<file path="config.mk">
export PLATFORM = sky130hd
export DESIGN_NAME = adc_result_access
export DESIGN_NICKNAME = d
export VERILOG_FILES = /design/src/rtl/adc_access_pkg.sv /design/src/rtl/adc_result_access.sv /design/src/rtl/adc_result_slot.sv
export SDC_FILE = /design/constraint.sdc
export NUM_CORES = 1
export LEC_CHECK = 0
export BUFFER_PORTS_ARGS = -buffer_cell sky130_fd_sc_hd__buf_2
export CAP_MARGIN = 40
export CORE_AREA = 2 2 129 225
export DETAILED_ROUTE_END_ITERATION = 16
export DIE_AREA = 0 0 131 227
export SYNTH_ARGS = -nofsm -noshare
export SYNTH_HDL_FRONTEND = slang
export SYNTH_SLANG_ARGS = --single-unit
export TNS_END_PERCENT = 20
</file>
<file path="constraint.sdc">
create_clock -name clk -period 9.7 [get_ports clk]
set_input_delay 2.425 -clock clk [delete_from_list [all_inputs] [get_ports clk]]
set_output_delay 2.425 -clock clk [all_outputs]
set_load 0.005 [all_outputs]
</file>
<file path="src/rtl/adc_access_pkg.sv">
package adc_access_pkg;

  // ----------------------------------------------------------------
  // Geometry
  // ----------------------------------------------------------------
  localparam int NUM_CH = 8;
  localparam int RES_W = 12;
  localparam int CH_W = 3;

  // ----------------------------------------------------------------
  // Register map
  // ----------------------------------------------------------------
  localparam logic [7:0] RESULT_BASE_ADDR = 8'h25;
  localparam logic [7:0] RESULT_LAST_ADDR = 8'h34;
  localparam logic [7:0] CONVERT_ALL_ADDR = 8'h35;
  localparam logic [7:0] RESULT_RESET = 8'h00;

  // ----------------------------------------------------------------
  // Field layout of the two result bytes
  // ----------------------------------------------------------------
  localparam int UPPER_MSB = 11;
  localparam int UPPER_LSB = 4;
  localparam int LOWER_MSB = 3;
  localparam int LOWER_LSB = 0;
  localparam logic [3:0] LOWER_RESERVED = 4'h0;

  // ----------------------------------------------------------------
  // Carriers and states
  // ----------------------------------------------------------------
  typedef struct packed {
    logic write;
    logic [7:0] addr;
    logic [7:0] data;
  } reg_req_t;

  typedef struct packed {
    logic [7:0] data;
    logic last;
  } resp_byte_t;

  typedef enum logic [1:0] {
    CONV_IDLE = 2'b01,
    CONV_WAIT = 2'b10
  } conv_state_t;

  typedef enum logic [1:0] {
    RESP_IDLE = 2'b01,
    RESP_SEND = 2'b10
  } resp_state_t;

endpackage

</file>
<file path="src/rtl/adc_result_access.sv">
// Overview of operation
// - Each 12-bit result kept as two bytes; upper byte holds bits 11..4.
// - Lower byte holds bits 3..0 in 7..4; bits 3..0 reserved, read zero.
// - Channel 0..7 result registers occupy 0x25 through 0x34, two per channel.
// - A write to either result address of an active channel starts its conversion.
// - Finished conversion is stored; reads return the latest completed result.
// - Read of upper address answers one byte: result bits 11..4.
// - Read of lower address answers two bytes: lower first, then upper.
// - Read of a channel that is not an active analog input gets no answer.
// - Write to 0x35 converts every active analog channel in turn.
// - Data byte of a write to 0x35 is ignored.
// - Collective conversion walks channels upward from 0 to 7.
// - Read of 0x35 returns lower, upper per active channel, ascending, max 16.
// - Requests come from local host command mode or remote powerline master.
// - Active analog input means function bit set and direction bit input.
// - Upper register at even slot of the pair, from 0x25; lower next.
`timescale 1ns/1ps

module adc_result_access #(
  parameter int NUM_CH = adc_access_pkg::NUM_CH,
  parameter int RES_W = adc_access_pkg::RES_W
) (
  // Clock and reset
  input wire logic clk,
  input wire logic rst,
  // Register request from the command decoder (local or powerline)
  input wire logic req_valid,
  input wire adc_access_pkg::reg_req_t req,
  output logic req_ready_ff,
  // Response byte stream
  output logic resp_valid_ff,
  output adc_access_pkg::resp_byte_t resp_ff,
  input wire logic resp_ready,
  // Pin configuration from the direction and function registers
  input wire logic [NUM_CH-1:0] io_direction,
  input wire logic [NUM_CH-1:0] io_function,
  // Converter
  output logic conv_start_ff,
  output logic [adc_access_pkg::CH_W-1:0] conv_channel_ff,
  input wire logic conv_done,
  input wire logic [RES_W-1:0] conv_result
);

  localparam int CW = adc_access_pkg::CH_W;

  // ----------------------------------------------------------------
  // Decode
  // ----------------------------------------------------------------
  logic [NUM_CH-1:0] active;
  logic take;
  logic in_results;
  logic is_all;
  logic [7:0] offset;
  logic [CW-1:0] req_ch;
  logic req_lower;

  assign active = io_function & io_direction;
  // Both the local host path and the powerline path feed this one port.
  assign take = req_valid && req_ready_ff;
  assign in_results = (req.addr >= adc_access_pkg::RESULT_BASE_ADDR) &&
                      (req.addr <= adc_access_pkg::RESULT_LAST_ADDR);
  assign is_all = (req.addr == adc_access_pkg::CONVERT_ALL_ADDR);
  assign offset = req.addr - adc_access_pkg::RESULT_BASE_ADDR;
  assign req_ch = offset[CW:1];
  assign req_lower = offset[0];

  function automatic logic [CW-1:0] lowest(input logic [NUM_CH-1:0] m);
    logic [CW-1:0] r;
    r = '0;
    for (int i = NUM_CH - 1; i >= 0; i--) begin
      if (m[i]) begin
        r = CW'(i);
      end
    end
    return r;
  endfunction

  // ----------------------------------------------------------------
  // Result storage
  // ----------------------------------------------------------------
  logic [7:0] upper_q [NUM_CH];
  logic [7:0] lower_q [NUM_CH];
  adc_access_pkg::conv_state_t conv_state_ff, nxt_conv_state;

  for (genvar g = 0; g < NUM_CH; g++) begin : g_slot
    adc_result_slot #(.RES_W(RES_W)) u_slot (
      .clk(clk),
      .rst(rst),
      .load(conv_done && (conv_state_ff == adc_access_pkg::CONV_WAIT) &&
            (conv_channel_ff == CW'(g))),
      .result(conv_result),
      .upper_ff(upper_q[g]),
      .lower_ff(lower_q[g])
    );
  end

  // ----------------------------------------------------------------
  // Conversion scheduler
  // ----------------------------------------------------------------
  logic [NUM_CH-1:0] pend_ff, nxt_pend;
  logic nxt_start;
  logic [CW-1:0] nxt_channel;

  always_comb begin
    nxt_pend = pend_ff;
    nxt_conv_state = conv_state_ff;
    nxt_start = 1'b0;
    nxt_channel = conv_channel_ff;
    case (conv_state_ff)
      adc_access_pkg::CONV_IDLE: begin
        if (|pend_ff) begin
          // Lowest pending first gives the upward walk.
          nxt_channel = lowest(pend_ff);
          nxt_start = 1'b1;
          nxt_conv_state = adc_access_pkg::CONV_WAIT;
        end
      end
      adc_access_pkg::CONV_WAIT: begin
        if (conv_done) begin
          nxt_pend[conv_channel_ff] = 1'b0;
          nxt_conv_state = adc_access_pkg::CONV_IDLE;
        end
      end
      default: begin
        nxt_conv_state = adc_access_pkg::CONV_IDLE;
      end
    endcase
    // New requests applied after the clear, so a request landing on completion is kept
    if (take && req.write) begin
      if (in_results) begin
        nxt_pend[req_ch] = nxt_pend[req_ch] | active[req_ch];
      end
      if (is_all) begin
        nxt_pend = nxt_pend | active;
      end
    end
  end

  always_ff @(posedge clk or posedge rst) begin
    if (rst) begin
      pend_ff <= '0;
      conv_state_ff <= adc_access_pkg::CONV_IDLE;
      conv_start_ff <= 1'b0;
      conv_channel_ff <= '0;
    end else begin
      pend_ff <= nxt_pend;
      conv_state_ff <= nxt_conv_state;
      conv_start_ff <= nxt_start;
      conv_channel_ff <= nxt_channel;
    end
  end

  // ----------------------------------------------------------------
  // Read responder
  // ----------------------------------------------------------------
  adc_access_pkg::resp_state_t resp_state_ff, nxt_resp_state;
  logic rd_all_ff, nxt_rd_all;
  logic rd_upper_next_ff, nxt_rd_upper_next;
  logic [CW-1:0] rd_ch_ff, nxt_rd_ch;
  logic [7:0] hold_ff, nxt_hold;
  logic nxt_resp_valid;
  logic nxt_req_ready;
  adc_access_pkg::resp_byte_t nxt_resp;
  logic [NUM_CH-1:0] above;

  always_comb begin
    for (int i = 0; i < NUM_CH; i++) begin
      above[i] = active[i] && (CW'(i) > rd_ch_ff);
    end
  end

  always_comb begin
    nxt_resp_state = resp_state_ff;
    nxt_rd_all = rd_all_ff;
    nxt_rd_upper_next = rd_upper_next_ff;
    nxt_rd_ch = rd_ch_ff;
    nxt_hold = hold_ff;
    nxt_resp_valid = resp_valid_ff;
    nxt_resp = resp_ff;
    nxt_req_ready = req_ready_ff;
    case (resp_state_ff)
      adc_access_pkg::RESP_IDLE: begin
        if (take && !req.write) begin
          // Inactive channel or empty set: request taken, nothing sent.
          if (in_results && active[req_ch]) begin
            nxt_resp_valid = 1'b1;
            nxt_req_ready = 1'b0;
            nxt_resp_state = adc_access_pkg::RESP_SEND;
            nxt_rd_all = 1'b0;
            if (req_lower) begin
              // Upper captured with lower, so the pair is one result.
              nxt_resp = '{data: lower_q[req_ch], last: 1'b0};
              nxt_hold = upper_q[req_ch];
              nxt_rd_upper_next = 1'b1;
            end else begin
              nxt_resp = '{data: upper_q[req_ch], last: 1'b1};
            end
          end else if (is_all && (|active)) begin
            nxt_rd_ch = lowest(active);
            nxt_resp = '{data: lower_q[lowest(active)], last: 1'b0};
            nxt_hold = upper_q[lowest(active)];
            nxt_rd_upper_next = 1'b1;
            nxt_rd_all = 1'b1;
            nxt_resp_valid = 1'b1;
            nxt_req_ready = 1'b0;
            nxt_resp_state = adc_access_pkg::RESP_SEND;
          end
        end
      end
      adc_access_pkg::RESP_SEND: begin
        if (resp_ready) begin
          if (resp_ff.last) begin
            nxt_resp_valid = 1'b0;
            nxt_req_ready = 1'b1;
            nxt_resp_state = adc_access_pkg::RESP_IDLE;
          end else if (rd_upper_next_ff) begin
            nxt_resp = '{data: hold_ff, last: !rd_all_ff || !(|above)};
            nxt_rd_upper_next = 1'b0;
          end else begin
            nxt_rd_ch = lowest(above);
            nxt_resp = '{data: lower_q[lowest(above)], last: 1'b0};
            nxt_hold = upper_q[lowest(above)];
            nxt_rd_upper_next = 1'b1;
          end
        end
      end
      default: begin
        nxt_resp_state = adc_access_pkg::RESP_IDLE;
        nxt_resp_valid = 1'b0;
        nxt_req_ready = 1'b1;
      end
    endcase
  end

  always_ff @(posedge clk or posedge rst) begin
    if (rst) begin
      resp_state_ff <= adc_access_pkg::RESP_IDLE;
      rd_all_ff <= 1'b0;
      rd_upper_next_ff <= 1'b0;
      rd_ch_ff <= '0;
      hold_ff <= adc_access_pkg::RESULT_RESET;
      resp_valid_ff <= 1'b0;
      resp_ff <= '0;
      req_ready_ff <= 1'b1;
    end else begin
      resp_state_ff <= nxt_resp_state;
      rd_all_ff <= nxt_rd_all;
      rd_upper_next_ff <= nxt_rd_upper_next;
      rd_ch_ff <= nxt_rd_ch;
      hold_ff <= nxt_hold;
      resp_valid_ff <= nxt_resp_valid;
      resp_ff <= nxt_resp;
      req_ready_ff <= nxt_req_ready;
    end
  end

endmodule // adc_result_access

</file>
<file path="src/rtl/adc_result_slot.sv">
`timescale 1ns/1ps

// One channel's pair of result bytes, updated in a single edge.
module adc_result_slot #(
  parameter int RES_W = adc_access_pkg::RES_W
) (
  // Clock and reset
  input wire logic clk,
  input wire logic rst,
  // New result
  input wire logic load,
  input wire logic [RES_W-1:0] result,
  // Stored bytes
  output logic [7:0] upper_ff,
  output logic [7:0] lower_ff
);

  logic [7:0] nxt_upper;
  logic [7:0] nxt_lower;

  always_comb begin
    nxt_upper = upper_ff;
    nxt_lower = lower_ff;
    if (load) begin
      // Both bytes change on one edge, so no reader sees half a result.
      nxt_upper = result[adc_access_pkg::UPPER_MSB:adc_access_pkg::UPPER_LSB];
      nxt_lower = {result[adc_access_pkg::LOWER_MSB:adc_access_pkg::LOWER_LSB],
                   adc_access_pkg::LOWER_RESERVED};
    end
  end

  always_ff @(posedge clk or posedge rst) begin
    if (rst) begin
      upper_ff <= adc_access_pkg::RESULT_RESET;
      lower_ff <= adc_access_pkg::RESULT_RESET;
    end else begin
      upper_ff <= nxt_upper;
      lower_ff <= nxt_lower;
    end
  end

endmodule // adc_result_slot

</file>
# Yosys cells after proc, flatten, opt, wreduce, memory -nomap -nowiden
# Cells that the tools add are included.
[word_totals]
ff_bits = 136
input_bits = 50
[classes]
n_addsub = 1
n_lt_le_gt_ge = 17
eq_ne = 23
muxes = 113
bitwise_logic = 8
n_reduce_logical = 44
[ops]
columns = ["cell", "n"]
rows = [
  ["8-bit two-way mux", 25],
  ["8-bit binary-select mux with 3-bit select", 6],
  ["3-bit two-way mux", 32],
  ["9-bit two-way mux", 7],
  ["1-bit logical AND", 25],
  ["8-bit OR reduction", 3],
  ["1-bit two-way mux", 23],
  ["2-bit inequality test (second input constant)", 9],
  ["9-bit case mux with 2 select lines", 1],
  ["8-bit AND", 2],
  ["8-bit case mux with 2 select lines", 1],
  ["2-bit two-way mux", 7],
  ["7-bit AND reduction", 2],
  ["3-bit equality test (second input constant)", 4],
  ["4-bit greater-or-equal comparator (second input constant)", 3],
  ["3-bit greater-than comparator (first input constant)", 4],
  ["3-bit inverter with 4-bit output", 3],
  ["8-bit bitwise mux", 1],
  ["8-bit by 6-bit equality test with 1-bit output (second input constant)", 1],
  ["8-bit by 6-bit greater-or-equal comparator with 1-bit output (second input constant)", 1],
  ["8-bit by 6-bit less-or-equal comparator with 1-bit output (second input constant)", 1],
  ["3-bit by 4-bit less-than comparator with 1-bit output (second input constant)", 2],
  ["8-bit inverter", 1],
  ["8-bit OR", 1],
  ["other kinds (24)", 41],
]

# Depth between registers and ports, before layout
# Gate-level depths: netlist (run 1).
[logic_depth]
depth_word = 22
ltp_mapped = 16
depth_no_buf = 10

# Cells and area by module
# Synthesis (run 1) repeated with hierarchy kept, for this count alone.
[unflattened]
cells_unflattened = 1192
hier_area_um2 = 11084.4
[by_module_without_submodules]
columns = ["mod", "n_inst", "cells_each", "area_per_inst_um2", "seq_area_each_um2"]
rows = [
  ["adc_result_access", 1, 944, 6910.4, 953.4],
  ["adc_result_slot", 8, 31, 521.8, 300.3],
]

# Worst setup path after synthesis (run 1)
# OpenSTA, ideal clock, no wires.
[synth_path]
path_kind = "input -> register"
startpoint = "input port req[8] (netlist name)"
endpoint = "register hold_ff[7]"
arrival_time_ns = 5.256
slack_ns = 4.310
cell_stages = 15
path_buffers = 5
path_cell_list = "buf_2 -> buf_1 -> inv_1 -> ha_1 -> buf_6 -> inv_4 -> mux4_2 -> o2111ai_2 -> nand4_4 -> or2_0 -> buf_2 -> o311a_4 -> buf_6 -> nor2_1 -> a31oi_1"
[synth_via]
elab_chain_cells = 9
word_cells_on_any_way = 20
[synth_rtl]
columns = ["element", "line", "source"]
rows = [
  ["from (decl)", "adc_result_access.sv:28", "input wire adc_access_pkg::reg_req_t req,"],
  ["4-bit by 3-bit subtractor with 4-bit output", "adc_result_access.sv:63", "assign offset = req.addr - adc_access_pkg::RESULT_BASE_ADDR;"],
  ["3-bit inverter with 4-bit output (not written as such)", "adc_result_access.sv:193", "nxt_hold = upper_q[req_ch];"],
  ["8-bit binary-select mux with 3-bit select", "adc_result_access.sv:193", ""],
  ["8-bit two-way mux (not written as such) (2 in a row)", "adc_result_access.sv:193", ""],
  ["8-bit two-way mux", "adc_result_access.sv:190", "if (req_lower) begin"],
  ["8-bit two-way mux", "adc_result_access.sv:185", "if (in_results && active[req_ch]) begin"],
  ["8-bit two-way mux", "adc_result_access.sv:183", "if (take && !req.write) begin"],
  ["8-bit case mux with 2 select lines", "adc_result_access.sv:181", "case (resp_state_ff)"],
  ["to (signal assigned)", "adc_result_access.sv:241", "hold_ff <= adc_access_pkg::RESULT_RESET;"],
  ["to (signal assigned)", "adc_result_access.sv:250", "hold_ff <= nxt_hold;"],
  ["to (decl)", "adc_result_access.sv:160", "logic [7:0] hold_ff, nxt_hold;"],
]
# Parallel ways exist; a longest one is shown, timed or not. The select of a mux whose other input is x is not followed.
# A chain may end at the register's enable or synchronous reset.

# Worst setup path after layout (run 1)
[layout_path]
startpoint = "input port req[8] (netlist name)"
endpoint = "register resp_ff[4] (netlist name)"
[layout_via]
elab_chain_cells = 9
word_cells_on_any_way = 22
[layout_rtl]
columns = ["element", "line", "source"]
rows = [
  ["4-bit by 3-bit subtractor with 4-bit output", "adc_result_access.sv:63", ""],
  ["3-bit inverter with 4-bit output (not written as such)", "adc_result_access.sv:192, adc_result_access.sv:196", ""],
  ["8-bit binary-select mux with 3-bit select, on equally long branches", "adc_result_access.sv:196, adc_result_access.sv:192", ""],
  ["8-bit two-way mux, on equally long branches (2 in a row)", "adc_result_access.sv:196, adc_result_access.sv:192", ""],
  ["9-bit two-way mux", "adc_result_access.sv:190", ""],
  ["9-bit two-way mux", "adc_result_access.sv:185", ""],
  ["9-bit two-way mux", "adc_result_access.sv:183", ""],
  ["9-bit case mux with 2 select lines", "adc_result_access.sv:181", ""],
  ["to (signal assigned)", "adc_result_access.sv:252", "resp_ff <= nxt_resp;"],
  ["to (decl)", "adc_result_access.sv:32", "output adc_access_pkg::resp_byte_t resp_ff,"],
]
# Parallel ways exist; a longest one is shown, timed or not. The select of a mux whose other input is x is not followed.

==> results of run 1 <==
-- per-layer routing --
metal  track usage (%)  wire, um  up-vias
li1                  -         -     4062
met1              27.6     13100     4553
met2              43.0     18000      510
met3              4.39      2330      189
met4              21.8      3700        0
met5                 0         0        -
-- tightest hold or removal path: stages, from the launching register on --
cell,delay [ps]
dfrtp_1,340
nand2_1,50
o21ai_0,60
-- report_power, final --
group | switching (mW) | total, mW | internal [mW] | leakage, nW
combinational | 0.487 | 0.939 | 0.452 | 2.62
clock | 0.253 | 0.662 | 0.409 | 0.285
sequential | 0.283 | 1.06 | 0.775 | 1.72
total | 1.02 | 2.66 | 1.64 | 4.63
-- sequential cells by signal (all words and copies together) (netlist names) --
signal,cells
resp_valid_ff,1
pend_ff,8
conv_state_ff,2
rd_upper_next_ff,1
resp_ff,9
conv_start_ff,1
g_slot.u_slot.lower_ff,32
g_slot.u_slot.upper_ff,64
resp_state_ff,1
rd_ch_ff,3
conv_channel_ff,3
hold_ff,8
rd_all_ff,1
-- final cells by class --
type                       instances  share of cell area, %
clock buffer                      23                   4.16
timing repair buffer              86                   5.41
inverter                          24                  0.887
clock inverter                     9                   1.15
tap                              373                   4.24
sequential                       134                   30.5
multi-input combinational        817                   53.6
-- cell families after synthesis --
kind of cell	count (synthesis)
adders and majority gates	2
buffers and inverters	95
and+or+nand+nor	311
DFF	134
muxes	194
AOI/OAI and AO/OA	310
-- path summary, 6_finish.rpt --
check	start	slack, ps	depth (start not counted)	endpoint
worst max-delay path	req[8]	3260	12	resp_ff[4]
worst min-delay path	resp_ff[2]	480	2	resp_ff[2]
worst max register to register	rd_ch_ff[0]	6600	9	resp_ff[8]
worst min register to register	resp_ff[2]	480	2	resp_ff[2]
max in group asynchronous	rst	6350	3	g_slot[1].u_slot.upper_ff[0]
min in group asynchronous	rst	2080	2	conv_start_ff
-- layout by cell type (no fill, tap or decap), types with 5 or more instances in the layout --
master | netlist | final
a211oi_1 | 12 | 12
a21o_1 | 5 | 5
a21oi_1 | 46 | 46
a221oi_1 | 10 | 10
a22o_1 | 8 | 8
a22oi_1 | 17 | 17
a311oi_1 | 5 | 5
a31oi_1 | 35 | 35
a32oi_1 | 10 | 10
and2_1 | 15 | 15
and3_1 | 9 | 9
buf_2 | 31 | 58
buf_4 | 4 | 22
clkbuf_1 | 27 | 5
clkbuf_16 | 0 | 17
dfrtp_1 | 132 | 132
inv_1 | 22 | 21
mux2_2 | 110 | 110
mux2i_1 | 75 | 75
mux4_2 | 8 | 8
nand2_1 | 126 | 126
nand2b_1 | 10 | 10
nand3_1 | 23 | 23
nand3b_1 | 6 | 6
nand4_1 | 5 | 5
nor2_1 | 64 | 62
nor2b_1 | 9 | 9
nor3_1 | 15 | 15
o211ai_1 | 8 | 8
o21a_1 | 6 | 6
o21ai_0 | 53 | 53
o221ai_1 | 10 | 10
o22ai_1 | 21 | 21
o31ai_1 | 6 | 6
==> out/metrics.csv, run 1 <==
stage,metric,value,unit
outcome,status,completed,
sta,period utilization,66.3,%
clocking,Post-CTS Setup Inserts,0,
floorplanning,Die Wd,131,um
placed_design,DP Area,0.0104,mm^2
logic_synthesis,XOR/XNOR share of the synthesized area,0,%
floorplanning,die height,227,um
global_route,all-layer global routing usage,25.7,%
logic_synthesis,"Seq/Total Area, Yosys",34.7,%
setup_path,slowest stage cell on the critical path,ha_2,
logic_synthesis,largest family of logic cells by synthesized area,compound AO/OA/AOI/OAI gates,
sta,Final Hold Vio Count,0,
sta,worst setup margin,3260,ps
setup_path,CP Cell Sequence,buf_2 -> inv_1 -> ha_2 -> inv_4 -> mux4_2 -> o2111ai_2 -> nand4_4 -> or2_0 -> buf_4 -> nor2_1 -> a32oi_1 -> o21ai_0,
final_layout,fin cells,1466,
logic_synthesis,Post-Syn Area,0.00967,mm^2
drt,DRT iter0 DRCs,972,
sta,fmax,155,MHz
global_route,initial antenna violation count,0,
power_and_ir_drop,PwrDens,242,mW/mm^2
global_route,remaining global-route overflow,0,
logic_synthesis,adder-cell area share of the yosys netlist,0.259,%
clocking,"Reg clk slew, reported paths",60,ps
logic_synthesis,Post-synth EDFFs,0,
setup_path,cell family with most CP delay,buffers and inverters,
logic_synthesis,simple-gate share of the synthesized area,15.4,%
setup_path,Slowest Stage Delay on Critical Path,950,ps
floorplanning,io pins,65,
setup_path,Worst Path Max Fanout,36,
setup_path,crit start category,input port,
logic_synthesis,Synth top cells by count,"dfrtp_1 (132), nand2_1 (126), mux2_2 (110), mux2i_1 (75), nor2_1 (64)",
logic_synthesis,Mapped Nets,1098,
logic_synthesis,"top cells by area, synth","dfrtp_1 (34%), mux2_2 (13%), mux2i_1 (7.8%), nand2_1 (4.9%), o21ai_0 (2.7%)",
setup_path,crit path kind,in2reg,
clocking,clk_lat worst skew,440,ps
clocking,Inserted Clock Buffers,17,
logic_synthesis,Synth Register Bits,134,
sta,worst slew pin tran,934,ps
setup_path,Buf/Inv on CP,4,
power_and_ir_drop,Total Power,2.66,mW
placed_design,hpwl dp,26700,um
clocking,clk buf depth,2,
logic_synthesis,top cell type's share of synthesized area,34.2,%
placed_design,PortBufs,56,
floorplanning,Starting Density,34.7,%
final_layout,fraction of layout cells with a size suffix above 1,23.1,%
logic_synthesis,Mapped Cells,1046,
final_layout,# fillers,2789,
global_route,first-pass GRT wire length,56100,um
logic_synthesis,Synth warnings,0,
final_layout,Area Overhead vs Synth,13.8,%
final_layout,Final Cell Area,0.0110,mm^2
sta,Post-Route Skew,10.4,ps
floorplanning,core area,0.0279,mm^2
logic_synthesis,ys flop type,dfrtp_1,
floorplanning,Row Count,81,
floorplanning,die area,0.0297,mm^2
clocking,post-cts hold buffer count,0,
final_layout,nets,1132,
sta,Fin Setup TNS,0,ps
placed_design,DP Cell Count,1434,
placed_design,DP Worst Slack,2960,ps
sta,minimum clock period,6440,ps
clocking,CTS HTree Levels,4,
final_layout,area used by multi-input combinational logic,0.00590,mm^2
run,max_cap viols,0,
final_layout,fin util,39.5,%
power_and_ir_drop,Peak VDD IR,117,uV
drt,DRT antenna net count,0,
clocking,CTS Root Cell,clkbuf_16,
global_route,largest net degree at the start of global routing,75,
drt,WL/cell,25.3,um
clocking,CTS tree,done,
global_route,vias in the first global route,9265,
placed_design,routability cong.,0.952,
logic_synthesis,multiplexer area fraction after synthesis,22.5,%
logic_synthesis,cell with the most instances after synthesis,dfrtp_1,
drt,first drt pass iteration count,5,
logic_synthesis,fraction of registers with async set/reset,100,%
logic_synthesis,"area leader, netlist",dfrtp_1,
hold_path,Worst Hold Class,reg2reg,
logic_synthesis,"Distinct cells, synth",88,
sta,count of final setup violators,0,
setup_path,"Data arrival, critical path",6800,ps
setup_path,Worst Setup End Kind,register,
sta,"Slew Viols, Final",0,
setup_path,Crit path required time,10060,ps
power_and_ir_drop,Pleak,4.63,nW
clocking,CTS Sinks,134,
drt,DRC Markers,0,
sta,Worst slew margin,37.7,%
logic_synthesis,syn avg cell area,9.25,um^2
sta,Min Hold Slack,481,ps
final_layout,# diodes,0,
drt,vias,9314,
sta,unrepaired setup endpoints after global routing,no,
drt,"wirelength, routed",37100,um
drt,vias per cell,6.35,
logic_synthesis,Compound-Gate Fraction of Synth Area,22.7,%
final_layout,Sequential cell area,0.00336,mm^2
clocking,Post-CTS Resized,0,
(Power assumes the default switching activity.)
==> run 2: changes to the inputs <==
clock period = 6.1 ns   (was 9.7 ns; I/O delays follow)
==> out/metrics.csv, run 2 (synthesis gave the netlist of run 1 again) <==
stage,metric,value,unit,change
global_route,initial antenna violation count,0,,unchanged
drt,WL/cell,25.9,um,was 25.3 um
drt,"wirelength, routed",38300,um,was 37100 um
sta,Fin Setup TNS,0,ps,unchanged
placed_design,routability cong.,1.01,,was 0.952
power_and_ir_drop,Peak VDD IR,201,uV,was 117 uV
setup_path,"Data arrival, critical path",4850,ps,was 6800 ps
placed_design,PortBufs,56,,unchanged
power_and_ir_drop,Pleak,4.72,nW,was 4.63 nW
power_and_ir_drop,Total Power,4.36,mW,was 2.66 mW
floorplanning,Starting Density,34.7,%,unchanged
final_layout,fraction of layout cells with a size suffix above 1,24.4,%,was 23.1%
outcome,status,completed,,unchanged
final_layout,most frequent cells in the layout,"dfrtp_1 (132), nand2_1 (126), mux2_2 (110), mux2i_1 (75), nor2_1 (62)",,unchanged
clocking,clk_lat worst skew,450,ps,was 440 ps
clocking,CTS Root Cell,clkbuf_16,,unchanged
final_layout,Final Cell Area,0.0112,mm^2,was 0.0110 mm^2
setup_path,Worst Setup End Kind,register,,unchanged
sta,Post-Route Skew,6.16,ps,was 10.4 ps
clocking,CTS Sinks,134,,unchanged
clocking,CTS tree,done,,unchanged
power_and_ir_drop,Seq pwr share,38.5,%,was 39.8%
sta,count of final setup violators,0,,unchanged
drt,DRC Markers,0,,unchanged
power_and_ir_drop,Comb pwr share,34.8,%,was 35.3%
setup_path,crit path kind,in2reg,,unchanged
final_layout,Area Overhead vs Synth,15.6,%,was 13.8%
placed_design,DP Area,0.0105,mm^2,was 0.0104 mm^2
sta,fmax,224,MHz,
floorplanning,Die Wd,131,um,unchanged
floorplanning,core area,0.0279,mm^2,unchanged
power_and_ir_drop,NetSw,1.66,mW,was 1.02 mW
drt,first drt pass iteration count,7,,was 5
sta,unrepaired setup endpoints after global routing,no,,unchanged
drt,vias per cell,6.25,,was 6.35
sta,"Slew Viols, Final",0,,unchanged
drt,DRT antenna net count,0,,unchanged
clocking,CTS HTree Levels,4,,unchanged
sta,Final Hold Vio Count,0,,unchanged
global_route,remaining global-route overflow,0,,unchanged
run,max_cap viols,0,,unchanged
clocking,clk buf depth,2,,unchanged
setup_path,crit start category,input port,,unchanged
hold_path,Worst Hold Class,reg2reg,,unchanged
global_route,all-layer global routing usage,26.5,%,was 25.7%
clocking,Post-CTS Setup Inserts,0,,unchanged
floorplanning,die area,0.0297,mm^2,unchanged
global_route,largest net degree at the start of global routing,70,,was 75
power_and_ir_drop,Int Power,2.70,mW,was 1.64 mW
power_and_ir_drop,Sw Share,38.0,%,was 38.5%
global_route,first-pass GRT wire length,58000,um,was 56100 um
power_and_ir_drop,PwrDens,390,mW/mm^2,was 242 mW/mm^2
final_layout,# diodes,0,,unchanged
final_layout,Top reg by flops,g_slot.u_slot.upper_ff,,unchanged
floorplanning,io pins,65,,unchanged
floorplanning,Row Count,81,,unchanged
placed_design,DP Cell Count,1447,,was 1434
sta,worst slew pin tran,891,ps,was 934 ps
sta,Worst slew margin,40.6,%,was 37.7%
sta,period utilization,73.1,%,
drt,DRT iter0 DRCs,858,,was 972
setup_path,Crit path required time,6490,ps,was 10060 ps
final_layout,max reg flops,64,,unchanged
setup_path,Worst Path Max Fanout,38,,was 36
clocking,Post-CTS Resized,0,,unchanged
clocking,post-cts hold buffer count,0,,unchanged
final_layout,fin cells,1480,,was 1466
drt,vias,9256,,was 9314
sta,minimum clock period,4460,ps,
global_route,vias in the first global route,9594,,was 9265
final_layout,nets,1146,,was 1132
clocking,Inserted Clock Buffers,17,,unchanged
setup_path,R2R Setup Slk,2990,ps,was 6600 ps
final_layout,"commonest non-fill, non-tap cell in the layout",dfrtp_1,,unchanged
final_layout,biggest regs,"g_slot.u_slot.upper_ff (64), g_slot.u_slot.lower_ff (32), resp_ff (9)",,unchanged
floorplanning,die height,227,um,unchanged
placed_design,hpwl dp,27900,um,was 26700 um
power_and_ir_drop,Clk pwr share,26.7,%,was 24.9%
clocking,"Reg clk slew, reported paths",60,ps,about the same
-- run 2: changes by cell type in the layout (fill, tap and decap cells not counted) --
| cell | change |
|---|---|
| buf_16 | -1 |
| buf_12 | +1 |
| clkbuf_1 | -4 |
| clkinv_2 | -2 |
| clkinv_4 | +1 |
| bufinv_16 | +2 |
| buf_2 | -1 |
| buf_4 | +14 |
| clkinvlp_4 | +2 |
| buf_6 | +1 |
| clkbuf_8 | +1 |
-- run 2: final cells by class --
| class | instances | area, um^2 |
|---|---|---|
| Clock buffer | 20 | 457 |
| Inverter | 24 | 97.6 |
| Timing Repair Buffer | 100 | 699 |
| Multi-Input combinational cell | 817 | 5900 |
| Clock inverter | 12 | 200 |
| Fill cell | 2751 | 16700 |
| Sequential cell | 134 | 3360 |
| Tap cell | 373 | 467 |
-- run 2: power by group through the flow --
| stage | logic, mW | clock network, mW | registers [mW] |
|---|---|---|---|
| after global placement | 1.44 | 0 | 1.67 |
| after detailed placement | 1.49 | 0 | 1.68 |
| after CTS | 1.49 | 1.18 | 1.66 |
| after floorplan | 1.10 | 0 | 1.51 |
| after global routing | 1.64 | 1.22 | 1.72 |
| final | 1.52 | 1.16 | 1.68 |
-- run 2: final timing paths --
check	from	to	depth (start not counted)
worst max-delay path	req[11]	resp_ff[5]	10
worst min-delay path	resp_ff[4]	resp_ff[4]	2
worst max register to register	rd_ch_ff[0]	resp_ff[5]	9
worst min register to register	resp_ff[4]	resp_ff[4]	2
max in group asynchronous	rst	g_slot[1].u_slot.upper_ff[3]	4
min in group asynchronous	rst	conv_channel_ff[1]	2
-- run 2: per-stage QoR --
| step | utilization [%] | hold slack, ps | setup WS (ps) |
|---|---|---|---|
| 6_report | 40.1 | 478 | 1640 |
| 5_1_grt | 40.1 | 538 | 1580 |
| 4_1_cts | 40.1 | 485 | 1850 |
| 3_5_place_dp | 37.7 | 471 | 1400 |
| 3_3_place_gp | 37.3 | 463 | 1400 |
| 2_1_floorplan | - | 473 | 996 |
-- run 2: routing by layer --
| layer | track usage [%] | routed length (um) |
|---|---|---|
| met5 | 0 | 0 |
| met4 | 21.3 | 3360 |
| met3 | 6.25 | 2430 |
| met2 | 44.7 | 19000 |
| met1 | 27.7 | 13500 |
-- run 2: worst max-delay path: stages --
cell,delay [ps]
buf_2,660
inv_1,460
nor2_1,600
nand2_1,210
nand4_4,200
or2_0,290
buf_4,310
nand2_1,140
o31ai_1,270
o32a_1,170
==> run 3: changes to the inputs <==
clock period = 4.1 ns   (was 6.1 ns; I/O delays follow)
==> out/metrics.csv, run 3 (synthesis gave the netlist of run 1 again) <==
stage,metric,value,unit,change
drt,vias,9531,,was 9256
clocking,clk buf depth,2,,unchanged
setup_path,CP Cell Sequence,buf_2 -> inv_1 -> ha_2 -> buf_4 -> buf_12 -> o21ai_0 -> a22o_1 -> a22o_1 -> a211oi_1 -> nand3_1 -> and3_1 -> o32a_1,,was buf_2 -> inv_1 -> nor2_1 -> nand2_1 -> nand4_4 -> or2_0 -> buf_4 -> nand2_1 -> o31ai_1 -> o32a_1
floorplanning,Die Wd,131,um,unchanged
setup_path,Worst Reg-to-Reg Cells,9,,unchanged
final_layout,# fillers,2779,,was 2751
drt,first drt pass iteration count,6,,was 7
final_layout,max reg flops,64,,unchanged
setup_path,Worst Setup End Kind,register,,unchanged
placed_design,hpwl dp,28500,um,was 27900 um
drt,WL/cell,26.0,um,was 25.9 um
clocking,CTS Sinks,134,,unchanged
drt,DRT iter0 DRCs,955,,was 858
setup_path,CP most frequent cell,a22o_1,,was nand2_1
drt,DRT antenna net count,0,,unchanged
floorplanning,Starting Density,34.7,%,unchanged
global_route,vias in the first global route,9382,,was 9594
final_layout,most frequent cells in the layout,"dfrtp_1 (132), nand2_1 (126), mux2_2 (110), mux2i_1 (75), buf_4 (69)",,"was dfrtp_1 (132), nand2_1 (126), mux2_2 (110), mux2i_1 (75), nor2_1 (62)"
clocking,CTS HTree Levels,4,,unchanged
clocking,Post-CTS Resized,0,,unchanged
clocking,CTS Root Cell,clkbuf_16,,unchanged
setup_path,Crit path required time,4440,ps,was 6490 ps
sta,count of final setup violators,0,,unchanged
sta,minimum clock period,3470,ps,
final_layout,area used by multi-input combinational logic,0.00590,mm^2,unchanged
setup_path,r2r endpoint,hold_ff[4],,was resp_ff[5]
final_layout,fraction of layout cells with a size suffix above 1,26.4,%,was 24.4%
final_layout,nets,1177,,was 1146
final_layout,Top reg by flops,g_slot.u_slot.upper_ff,,unchanged
final_layout,Sequential cell area,0.00336,mm^2,unchanged
placed_design,DP Worst Slack,262,ps,was 1400 ps
global_route,all-layer global routing usage,27.1,%,was 26.5%
floorplanning,io pins,65,,unchanged
placed_design,PortBufs,56,,unchanged
floorplanning,core area,0.0279,mm^2,unchanged
final_layout,"commonest non-fill, non-tap cell in the layout",dfrtp_1,,unchanged
clocking,clk_lat worst skew,450,ps,about the same
floorplanning,die height,227,um,unchanged
global_route,largest net degree at the start of global routing,123,,was 70
drt,vias per cell,6.31,,was 6.25
setup_path,crit start category,input port,,unchanged
floorplanning,die area,0.0297,mm^2,unchanged
setup_path,crit path kind,in2reg,,unchanged
placed_design,routability cong.,0.971,,was 1.01
sta,fmax,288,MHz,
sta,Post-Route Skew,7.33,ps,was 6.16 ps
setup_path,Slowest Stage Delay on Critical Path,380,ps,was 660 ps
hold_path,HP Start,resp_ff[4],,unchanged
clocking,Post-CTS Setup Inserts,0,,unchanged
hold_path,Min-Delay Endpoint,resp_ff[4],,unchanged
power_and_ir_drop,PwrDens,559,mW/mm^2,was 390 mW/mm^2
global_route,remaining global-route overflow,0,,unchanged
global_route,initial antenna violation count,0,,unchanged
sta,period utilization,84.6,%,
setup_path,R2R Setup Slk,950,ps,was 2990 ps
setup_path,slowest stage cell on the critical path,ha_2,,was buf_2
sta,worst slew pin tran,885,ps,was 891 ps
final_layout,Area Overhead vs Synth,16.9,%,was 15.6%
setup_path,"Data arrival, critical path",3800,ps,was 4850 ps
drt,DRC Markers,0,,unchanged
drt,"wirelength, routed",39300,um,was 38300 um
global_route,first-pass GRT wire length,58100,um,was 58000 um
sta,Min Hold Slack,473,ps,was 478 ps
clocking,"Reg clk slew, reported paths",60,ps,about the same
hold_path,Worst Hold Class,reg2reg,,unchanged
sta,worst setup margin,632,ps,was 1640 ps
setup_path,RR Startpoint,rd_ch_ff[0],,unchanged
sta,"Slew Viols, Final",0,,unchanged
clocking,Inserted Clock Buffers,17,,unchanged
sta,Fin Setup TNS,0,ps,unchanged
clocking,CTS tree,done,,unchanged
sta,Final Hold Vio Count,0,,unchanged
setup_path,Worst Path Max Fanout,46,,was 38
power_and_ir_drop,Peak VDD IR,281,uV,was 201 uV
hold_path,worst hold stages,2,,unchanged
final_layout,biggest regs,"g_slot.u_slot.upper_ff (64), g_slot.u_slot.lower_ff (32), resp_ff (9)",,unchanged
floorplanning,Row Count,81,,unchanged
sta,unrepaired setup endpoints after global routing,no,,unchanged
sta,Worst slew margin,40.3,%,was 40.6%
clocking,post-cts hold buffer count,0,,unchanged
run,max_cap viols,0,,unchanged
outcome,status,completed,,unchanged
power_and_ir_drop,Pleak,4.81,nW,was 4.72 nW
==> run 3: changes by cell type in the layout (fill, tap and decap cells not counted), sizes merged <==
cell / delta
clkinv: +2
clkinvlp: +2
bufinv: -3
inv: -1
diode: +1
buf: +31
clkbuf: -1
==> run 3: report_power, final <==
part           switching (mW)  total, mW  internal, mW  leakage, nW
Sequential              0.671       2.51          1.83         1.72
Combinational            1.18       2.29          1.11         2.82
Clock                   0.619       1.52         0.903        0.271
==> run 3: area by class of cell <==
cell class	count	area share (%)
multi-input cells	817	52.2
diodes	1	0.0221
clock buffers	19	3.92
well taps	373	4.13
clock inverters	12	1.16
repair buffers	131	7.99
inverters	24	0.852
flip-flops and latches	134	29.7
==> run 3: worst max path at each step <==
stage,startpoint,end,slack [ps],cells after the start
finish,req[9],resp_ff[5],630,12
floorplan,req[8],hold_ff[7],110,15
global placement,req[8],resp_ff[5],240,10
detailed placement,req[9],resp_ff[5],260,12
global route,req[9],resp_ff[5],530,12
CTS,req[9],resp_ff[5],740,12
==> run 3: metrics by stage <==
step / power [mW] / utilization, % / cell area (um^2) / instances
after global routing: 6.66 / 40.5 / 11300 / 1510
after CTS: 6.29 / 40.5 / 11300 / 1510
after floorplan: 3.88 / - / 9680 / 1046
after global placement: 4.71 / 38.4 / 10700 / 1477
final: 6.32 / 40.6 / 11300 / 1511
after detailed placement: 4.75 / 38.5 / 10700 / 1479
==> run 3: worst max-delay path, delay by kind of cell <==
kind                     cells  cell delay [ps]
adder cells (fa/ha/maj)      1              380
AO/OA/AOI/OAI                5             1160
AND/OR/NAND/NOR              2              530
buffers and inverters        4              660
==> run 3: routing by layer <==
metal	vias to the layer above	GRT usage (%)	wire, um
met4	0	23.0	3880
met5	-	0	0
li1	4147	-	-
met2	494	44.9	19100
met1	4695	29.5	13900
met3	195	5.01	2400
